### config.mk
export PLATFORM = sky130hd
export DESIGN_NAME = wwdr_host_flat
export DESIGN_NICKNAME = d
export VERILOG_FILES = /design/src/logic/wwdr_pkg.sv /design/src/logic/wwdr_bus_if.sv /design/src/logic/wwdr_host.sv /design/src/flat_wrapper.sv
export SDC_FILE = /design/constraint.sdc
export NUM_CORES = 1
export LEC_CHECK = 0
export ABC_AREA = 1
export ABC_CLOCK_PERIOD_IN_PS = 1500
export BUFFER_PORTS_ARGS = -buffer_cell sky130_fd_sc_hd__buf_2
export CAP_MARGIN = 15
export CORE_AREA = 2 2 131 133
export DETAILED_ROUTE_END_ITERATION = 16
export DIE_AREA = 0 0 133 135
export HOLD_SLACK_MARGIN = 0.03
export PLACE_DENSITY = 0.75
export SLEW_MARGIN = 20
export SYNTH_ARGS = -nofsm -noshare
export SYNTH_HDL_FRONTEND = slang
export SYNTH_SLANG_ARGS = --single-unit
### constraint.sdc
create_clock -name clock_i -period 1.5 [get_ports clock_i]
set_clock_uncertainty 0.1 [all_clocks]
set_input_delay 0.225 -clock clock_i [delete_from_list [all_inputs] [get_ports clock_i]]
set_output_delay 0.225 -clock clock_i [all_outputs]
set_load 0.03 [all_outputs]
### src/logic/wwdr_pkg.sv
// constants and types shared by the watchdog register block and its controller
// How it works
// - feed writes 0xAA then 0x55, reloads counter
// - mode changes act only after next feed
// - run enable bit 0, set only
// - running locks the counting clock source
// - controller picks clock source before run
// - reset enable bit 1, set only, gates reset
// - timeout flag bit 2, sticky until cleared
// - flag set gives reset; mode write with bit 2 zero clears
// - warning flag bit 3 sticky on match
// - protect bit 4 restricts reload writes
// - protect only together with reset enable
// - reload at 0x004, resets to 0xFF
// - counter readout at 0x00C, resets 0xFF
// - feed at 0x008 write only, reads zero
// - warning 0x014 reset 0, window 0x018
// - controller writes zero to mode bits 31:5
// - counter decrements every four count clocks
// - wrong access after 0xAA is feed error
// - feed above window is watchdog event
// - warning match: low ten bits, upper zero
package wwdr_pkg;

    ////////////////////////////////////////////////////////////////////////////////
    // device register map
    localparam logic [7:0] OFS_MODE = 8'h00;
    localparam logic [7:0] OFS_RELOAD = 8'h04;
    localparam logic [7:0] OFS_FEED = 8'h08;
    localparam logic [7:0] OFS_COUNT = 8'h0C;
    localparam logic [7:0] OFS_WARN = 8'h14;
    localparam logic [7:0] OFS_WINDOW = 8'h18;

    localparam int BIT_RUN = 0;
    localparam int BIT_RST = 1;
    localparam int BIT_TOF = 2;
    localparam int BIT_WFLAG = 3;
    localparam int BIT_PROT = 4;
    localparam logic [31:0] MODE_MASK = 32'h0000001F;

    localparam logic [7:0] FEED_FIRST = 8'hAA;
    localparam logic [7:0] FEED_SECOND = 8'h55;

    localparam logic [23:0] RELOAD_RST = 24'h0000FF;
    localparam logic [23:0] RELOAD_MIN = 24'h0000FF;
    localparam logic [23:0] COUNT_RST = 24'h0000FF;
    localparam logic [23:0] COUNT_ONE = 24'h000001;
    localparam logic [9:0] WARN_RST = 10'h000;
    localparam logic [23:0] WINDOW_RST = 24'hFFFFFF;
    localparam logic [13:0] COUNT_HIGH_ZERO = 14'h0000;

    ////////////////////////////////////////////////////////////////////////////////
    // timing: count clock is an enable pulse, then a divide-by-four prescaler
    localparam int CLK_HZ = 50_000_000;
    localparam int COUNT_CLK_HZ = 500_000;
    localparam int COUNT_DIV = CLK_HZ / COUNT_CLK_HZ;
    localparam logic [6:0] DIV_LAST = 7'(COUNT_DIV - 1);
    localparam logic [1:0] PRESCALE_LAST = 2'h3;

    ////////////////////////////////////////////////////////////////////////////////
    // controller register map (axi4-lite)
    localparam logic [7:0] H_OFS_CMD = 8'h00;
    localparam logic [7:0] H_OFS_WDATA = 8'h04;
    localparam logic [7:0] H_OFS_RDATA = 8'h08;
    localparam logic [7:0] H_OFS_STATUS = 8'h0C;
    localparam logic [7:0] H_OFS_CLKSEL = 8'h10;
    localparam int CMD_START = 0;
    localparam int CMD_WRITE = 1;
    localparam int CMD_FEED = 2;
    localparam int CMD_TGT_LSB = 8;
    localparam int CMD_TGT_MSB = 15;
    localparam int ST_BUSY = 0;
    localparam int ST_RAN = 1;
    localparam logic [1:0] RESP_OKAY = 2'h0;
    localparam logic [1:0] RESP_SLVERR = 2'h2;

    typedef enum logic {H_IDLE, H_WAIT} wwdr_host_state_t;

endpackage

### src/logic/wwdr_bus_if.sv
// register access link between controller and watchdog
`timescale 1ns/10ps
interface wwdr_bus_if;
    logic req;
    logic we;
    logic [7:0] addr;
    logic [31:0] wdata;
    logic [31:0] rdata;
    logic ack;

    modport device (input req, input we, input addr, input wdata, output rdata, output ack);
    modport host (output req, output we, output addr, output wdata, input rdata, input ack);
endinterface

### src/logic/wwdr_host.sv
// controller: axi4-lite orders turned into watchdog register accesses
`timescale 1ns/10ps
module wwdr_host
    import wwdr_pkg::*;
(
    input wire logic clock_i,
    input wire logic reset_n_i,
    wwdr_bus_if.host bus,
    input wire logic [7:0] s_axi_awaddr_i,
    input wire logic s_axi_awvalid_i,
    output logic s_axi_awready_o,
    input wire logic [31:0] s_axi_wdata_i,
    input wire logic s_axi_wvalid_i,
    output logic s_axi_wready_o,
    output logic [1:0] s_axi_bresp_o,
    output logic s_axi_bvalid_o,
    input wire logic s_axi_bready_i,
    input wire logic [7:0] s_axi_araddr_i,
    input wire logic s_axi_arvalid_i,
    output logic s_axi_arready_o,
    output logic [31:0] s_axi_rdata_o,
    output logic [1:0] s_axi_rresp_o,
    output logic s_axi_rvalid_o,
    input wire logic s_axi_rready_i,
    output logic clock_select_o
);

    typedef struct packed {
        wwdr_host_state_t fsm;
        logic awready;
        logic wready;
        logic bvalid;
        logic [1:0] bresp;
        logic arready;
        logic rvalid;
        logic [1:0] rresp;
        logic [31:0] axi_rdata;
        logic aw_got;
        logic w_got;
        logic [7:0] aw_addr;
        logic [31:0] w_data;
        logic [31:0] wdata_reg;
        logic [31:0] result;
        logic busy;
        logic feed2;
        logic ran;
        logic clksel;
        logic req;
        logic we;
        logic [7:0] addr;
        logic [31:0] wdata;
    } wwdr_host_s_t;

    wwdr_host_s_t state_reg;
    wwdr_host_s_t state_next;

    always_comb
    begin
        logic [31:0] data;
        data = '0;
        state_next = state_reg;
        state_next.req = 1'b0;

        ////////////////////////////////////////////////////////////////////////////////
        // axi write: address and data taken in either order
        if (s_axi_awvalid_i && state_reg.awready)
        begin
            state_next.awready = 1'b0;
            state_next.aw_got = 1'b1;
            state_next.aw_addr = s_axi_awaddr_i;
        end
        if (s_axi_wvalid_i && state_reg.wready)
        begin
            state_next.wready = 1'b0;
            state_next.w_got = 1'b1;
            state_next.w_data = s_axi_wdata_i;
        end
        if (state_reg.aw_got && state_reg.w_got && !state_reg.bvalid)
        begin
            state_next.bvalid = 1'b1;
            state_next.bresp = RESP_OKAY;
            if (state_reg.aw_addr == H_OFS_CMD)
            begin
                // orders arriving while busy are dropped; status shows busy
                if (state_reg.w_data[CMD_START] && !state_reg.busy)
                begin
                    state_next.busy = 1'b1;
                    state_next.fsm = H_WAIT;
                    state_next.req = 1'b1;
                    if (state_reg.w_data[CMD_FEED])
                    begin
                        state_next.we = 1'b1;
                        state_next.addr = OFS_FEED;
                        state_next.wdata = 32'(FEED_FIRST);
                        state_next.feed2 = 1'b1;
                    end
                    else
                    begin
                        state_next.we = state_reg.w_data[CMD_WRITE];
                        state_next.addr = state_reg.w_data[CMD_TGT_MSB:CMD_TGT_LSB];
                        data = state_reg.wdata_reg;
                        if (state_next.addr == OFS_MODE)
                        begin
                            data = data & MODE_MASK;
                            if (!data[BIT_RST])
                            begin
                                data[BIT_PROT] = 1'b0;
                            end
                            if (state_next.we && data[BIT_RUN])
                            begin
                                state_next.ran = 1'b1;
                            end
                        end
                        state_next.wdata = data;
                    end
                end
            end
            else if (state_reg.aw_addr == H_OFS_WDATA)
            begin
                state_next.wdata_reg = state_reg.w_data;
            end
            else if (state_reg.aw_addr == H_OFS_CLKSEL)
            begin
                if (!state_reg.ran)
                begin
                    state_next.clksel = state_reg.w_data[0];
                end
            end
            else
            begin
                state_next.bresp = RESP_SLVERR;
            end
        end
        if (state_reg.bvalid && s_axi_bready_i)
        begin
            state_next.bvalid = 1'b0;
            state_next.aw_got = 1'b0;
            state_next.w_got = 1'b0;
            state_next.awready = 1'b1;
            state_next.wready = 1'b1;
        end

        ////////////////////////////////////////////////////////////////////////////////
        // axi read
        if (s_axi_arvalid_i && state_reg.arready)
        begin
            state_next.arready = 1'b0;
            state_next.rvalid = 1'b1;
            state_next.rresp = RESP_OKAY;
            state_next.axi_rdata = '0;
            if (s_axi_araddr_i == H_OFS_WDATA)
            begin
                state_next.axi_rdata = state_reg.wdata_reg;
            end
            else if (s_axi_araddr_i == H_OFS_RDATA)
            begin
                state_next.axi_rdata = state_reg.result;
            end
            else if (s_axi_araddr_i == H_OFS_STATUS)
            begin
                state_next.axi_rdata[ST_BUSY] = state_reg.busy;
                state_next.axi_rdata[ST_RAN] = state_reg.ran;
            end
            else if (s_axi_araddr_i == H_OFS_CLKSEL)
            begin
                state_next.axi_rdata[0] = state_reg.clksel;
            end
            else if (s_axi_araddr_i != H_OFS_CMD)
            begin
                state_next.rresp = RESP_SLVERR;
            end
        end
        if (state_reg.rvalid && s_axi_rready_i)
        begin
            state_next.rvalid = 1'b0;
            state_next.arready = 1'b1;
        end

        ////////////////////////////////////////////////////////////////////////////////
        // link engine: wait for ack; a feed sends its second byte right after
        case (state_reg.fsm)
            H_IDLE:
            begin
                state_next.fsm = state_next.fsm;
            end
            H_WAIT:
            begin
                if (bus.ack)
                begin
                    state_next.result = bus.rdata;
                    if (state_reg.feed2)
                    begin
                        state_next.feed2 = 1'b0;
                        state_next.req = 1'b1;
                        state_next.wdata = 32'(FEED_SECOND);
                    end
                    else
                    begin
                        state_next.busy = 1'b0;
                        state_next.fsm = H_IDLE;
                    end
                end
            end
            default:
            begin
                state_next.fsm = H_IDLE;
            end
        endcase
    end

    always_ff @(posedge clock_i)
    begin
        if (!reset_n_i)
        begin
            state_reg <= '0;
            state_reg.fsm <= H_IDLE;
            state_reg.awready <= 1'b1;
            state_reg.wready <= 1'b1;
            state_reg.arready <= 1'b1;
        end
        else
        begin
            state_reg <= state_next;
        end
    end

    assign bus.req = state_reg.req;
    assign bus.we = state_reg.we;
    assign bus.addr = state_reg.addr;
    assign bus.wdata = state_reg.wdata;
    assign s_axi_awready_o = state_reg.awready;
    assign s_axi_wready_o = state_reg.wready;
    assign s_axi_bresp_o = state_reg.bresp;
    assign s_axi_bvalid_o = state_reg.bvalid;
    assign s_axi_arready_o = state_reg.arready;
    assign s_axi_rdata_o = state_reg.axi_rdata;
    assign s_axi_rresp_o = state_reg.rresp;
    assign s_axi_rvalid_o = state_reg.rvalid;
    assign clock_select_o = state_reg.clksel;

endmodule

### src/flat_wrapper.sv
// flat-port wrapper written by rule: the top's interface ports become plain ports
module wwdr_host_flat import wwdr_pkg::*;
  (clock_i, reset_n_i, s_axi_awaddr_i, s_axi_awvalid_i, s_axi_awready_o, s_axi_wdata_i, s_axi_wvalid_i, s_axi_wready_o, s_axi_bresp_o, s_axi_bvalid_o, s_axi_bready_i, s_axi_araddr_i, s_axi_arvalid_i, s_axi_arready_o, s_axi_rdata_o, s_axi_rresp_o, s_axi_rvalid_o, s_axi_rready_i, clock_select_o, bus_req, bus_we, bus_addr, bus_wdata, bus_rdata, bus_ack);
  wwdr_bus_if bus_i ();
  input wire logic clock_i;
  input wire logic reset_n_i;
  input wire logic [7:0] s_axi_awaddr_i;
  input wire logic s_axi_awvalid_i;
  output logic s_axi_awready_o;
  input wire logic [31:0] s_axi_wdata_i;
  input wire logic s_axi_wvalid_i;
  output logic s_axi_wready_o;
  output logic [1:0] s_axi_bresp_o;
  output logic s_axi_bvalid_o;
  input wire logic s_axi_bready_i;
  input wire logic [7:0] s_axi_araddr_i;
  input wire logic s_axi_arvalid_i;
  output logic s_axi_arready_o;
  output logic [31:0] s_axi_rdata_o;
  output logic [1:0] s_axi_rresp_o;
  output logic s_axi_rvalid_o;
  input wire logic s_axi_rready_i;
  output logic clock_select_o;
  output wire logic [$bits(bus_i.req)-1:0] bus_req;
  output wire logic [$bits(bus_i.we)-1:0] bus_we;
  output wire logic [$bits(bus_i.addr)-1:0] bus_addr;
  output wire logic [$bits(bus_i.wdata)-1:0] bus_wdata;
  input wire logic [$bits(bus_i.rdata)-1:0] bus_rdata;
  input wire logic [$bits(bus_i.ack)-1:0] bus_ack;
  assign bus_req = bus_i.req;
  assign bus_we = bus_i.we;
  assign bus_addr = bus_i.addr;
  assign bus_wdata = bus_i.wdata;
  assign bus_i.rdata = bus_rdata;
  assign bus_i.ack = bus_ack;
  wwdr_host u_core (.clock_i(clock_i), .reset_n_i(reset_n_i), .bus(bus_i), .s_axi_awaddr_i(s_axi_awaddr_i), .s_axi_awvalid_i(s_axi_awvalid_i), .s_axi_awready_o(s_axi_awready_o), .s_axi_wdata_i(s_axi_wdata_i), .s_axi_wvalid_i(s_axi_wvalid_i), .s_axi_wready_o(s_axi_wready_o), .s_axi_bresp_o(s_axi_bresp_o), .s_axi_bvalid_o(s_axi_bvalid_o), .s_axi_bready_i(s_axi_bready_i), .s_axi_araddr_i(s_axi_araddr_i), .s_axi_arvalid_i(s_axi_arvalid_i), .s_axi_arready_o(s_axi_arready_o), .s_axi_rdata_o(s_axi_rdata_o), .s_axi_rresp_o(s_axi_rresp_o), .s_axi_rvalid_o(s_axi_rvalid_o), .s_axi_rready_i(s_axi_rready_i), .clock_select_o(clock_select_o));
endmodule
==> out/qor.yml <==
place:
  post-place-ws_ps: -39.9
  io_port_bufs: 169
  place_inst: 1362
  dpl.hpwl_um: 13800
  gpl.final_weighted_congestion: 0.827
timing:
  rsz0062_at_grt: "yes"
  period_share_pct: 104
  hold_viol_final: 0
  timing.hold.ws_ps: 62.7
  setup_viol_count_final: 52
  max_clock_freq_ghz: 0.639
  post-route-worst-setup-slack_ps: -66.0
  maxSlewViolCount: 0
  layout_min_cycle_time_ps: 1570
synth:
  post_synth_inst_count: 1066
  top_cells_by_area_synth: "sky130_fd_sc_hd__dfxtp_1 (48%), sky130_fd_sc_hd__o21ai_0 (10%), sky130_fd_sc_hd__nor2_1 (9.3%)"
  syn_avg_cell_area_um2: 7.52
  synth.yosys.warnings: 0
  synth_most_common_cell: "sky130_fd_sc_hd__nor2_1"
  synth_cell_area_um2: 8010
  synth_largest_area_cell: "sky130_fd_sc_hd__dfxtp_1"
  synth-edff-count: 0
  yosys_register_bits: 192
  synth.yosys.seq_area_share_pct: 48.0
  synth_top_area_share_pct: 48.0
  post_synth_most_frequent_cells: "sky130_fd_sc_hd__nor2_1 (198), sky130_fd_sc_hd__dfxtp_1 (192), sky130_fd_sc_hd__o21ai_0 (163), sky130_fd_sc_hd__nand2_1 (109), sky130_fd_sc_hd__inv_1 (105)"
  synth_cell_types: 30
  primary_flip_flop_cell_chosen_by_synthesis_mapping: "sky130_fd_sc_hd__dfxtp_1"
  async_reset_ff_share_pct: 0
outcome:
  status: "finished with violations"
  failed_checks: "negative setup slack"
grt:
  first_global_vias: 6708
  grt_first_pass_wirelength_um: 33300
  grt_remaining_overflow: 0
  globalRouteTotalUtil_pct: 23.3
  number_of_antenna_violations_at_the_first_check_in_global_routing: 0
  grt_max_degree: 64
clocking:
  cts_max_path_buffers: 2
  cts_tree: "built"
  cts_htree_levels: 4
  cts_sinks: 192
  insertion_delay_ps: 440
  clk_transition_reported_paths_ps: 70
  clk_root_buffer_cell: "sky130_fd_sc_hd__clkbuf_16"
  cts_buffers: 17
pwr:
  power_leakage_nw: 4.58
  power.density_nw_per_um2: 1100
  worst_ir_drop_vdd_mv: 0.900
floorplan:
  core_um2: 16400
  width_of_the_chip_um: 133
  floorplan.die_area_um2: 18000
  io-pin-count: 172
  floorplan.initialDensity_pct: 48.8
  chipHeight_um: 135
  placementRows: 47
worst_setup_path:
  critPathArrivalTime_ps: 1790
  timing.critical_path.fanout_max: 23
  critical_path_launch_point_type: "flip-flop"
  rr_startpoint: "u_core.state_reg[146]"
  worstSetupStartpoint: "u_core.state_reg[146]"
  critPathKind: "flip-flop to flip-flop"
  crit_path_end_kind: "flip-flop"
  cp.required_ps: 1720
worst_hold_path:
  hold_path_startpoint: "s_axi_wdata_i[10]"
  min-delay-path-class: "input port to flip-flop"
detailed_routing:
  drc: 0
  routed_wirelength_um: 21800
  vias_per_cell: 4.88
  initialDrtViolationCount: 345
  routed-via-count: 7213
  firstDrtPassIters: 5
  antenna_left: 0
  wl_per_cell_um: 14.8
job:
  max_cap_viol_count: 0
final_layout:
  final_layout_size_suffix_gt1_share_pct: 27.1
  area_growth_syn_to_layout_pct: 30.4
  finish.cell_count_without_fillers: 1478
  largest_register_ff_count: 110
  n_antenna_cell: 0
  seqCellArea_um2: 3850
  final_nets: 1334
  post-route-util_pct: 63.7
  multiInputGateArea_um2: 3100
  fillerInstances: 1372
## layout make-up
| cell class | count | share of cell area, % |
|---|---|---|
| Clock buffer | 18 | 4.20 |
| Clock inverter | 13 | 1.70 |
| Inverter | 110 | 4.10 |
| Multi-Input combinational cell | 631 | 29.7 |
| Sequential cell | 192 | 36.9 |
| Tap cell | 220 | 2.63 |
| Timing Repair Buffer | 292 | 20.7 |
| Timing Repair inverter | 2 | 0.132 |
## metrics by stage
step,TNS [ps],cell area [um^2],total power [mW]
floorplan,0,8020,6.27
global placement,-6.68,8740,6.59
detailed placement,-133,8740,6.62
CTS,-335,10100,11.4
global route,-4850,10400,11.9
finish,-1040,10400,11.5
## final timing paths
kind	end	slack [ps]	cells after the start
setup / recovery	u_core.state_reg[98]	-70	7
setup reg to reg	u_core.state_reg[98]	-70	7
hold reg to reg	u_core.state_reg[58]	360	2
hold / removal	u_core.state_reg[120]	60	3
## logic make-up after synthesis
logic type             after synthesis  share of synthesized area (%)
buffers and inverters              244                           15.5
other                                1                         0.0468
AOI/OAI and AO/OA                  288                           19.1
and+or+nand+nor                    341                           17.3
DFF                                192                           48.0
## report_power, final
group          internal (mW)  switching (mW)  total (mW)
Clock                   2.70            2.03        4.73
Combinational          0.570           0.794        1.36
Sequential              5.28           0.115        5.40
## critical path, stage by stage (launching register included)
cell	delay, ps
sky130_fd_sc_hd__dfxtp_2	320
sky130_fd_sc_hd__nor2_1	120
sky130_fd_sc_hd__nand2_2	110
sky130_fd_sc_hd__nor3_4	240
sky130_fd_sc_hd__nand2_4	140
sky130_fd_sc_hd__buf_12	200
sky130_fd_sc_hd__o21ai_2	150
sky130_fd_sc_hd__a21oi_1	60
## placed cells by master, fill, tap and decap left out, drive strengths merged
master	n
a31o	9
a21oi	108
bufinv	3
inv	114
nor2	202
dfxtp	192
buf	217
a31oi	1
nand4	1
clkbuf	21
nand2	111
o21bai	1
o21ai	168
o21a	1
nand3b	1
clkinv	3
clkinvlp	5
nor3	2
conb	2
nand3	24
dlygate4sd3	72
## layer usage
metal	global-route usage (%)	wire [um]
met5	0	0
met4	7.23	359
met3	4.99	1140
met2	38.0	10200
met1	31.2	10200
## timing repair
item / 4_1_cts / 5_1_grt
cloned: 0 / 5
gates resized for setup: 8 / 93
buffers inserted: 0 / 8
hold buffers: 72 / 0
setup endpoints to repair: 23 / 80
pin swaps: 0 / 10
hold endpoints to repair: 74 / 0
Power figures use the tool's default switching activity.
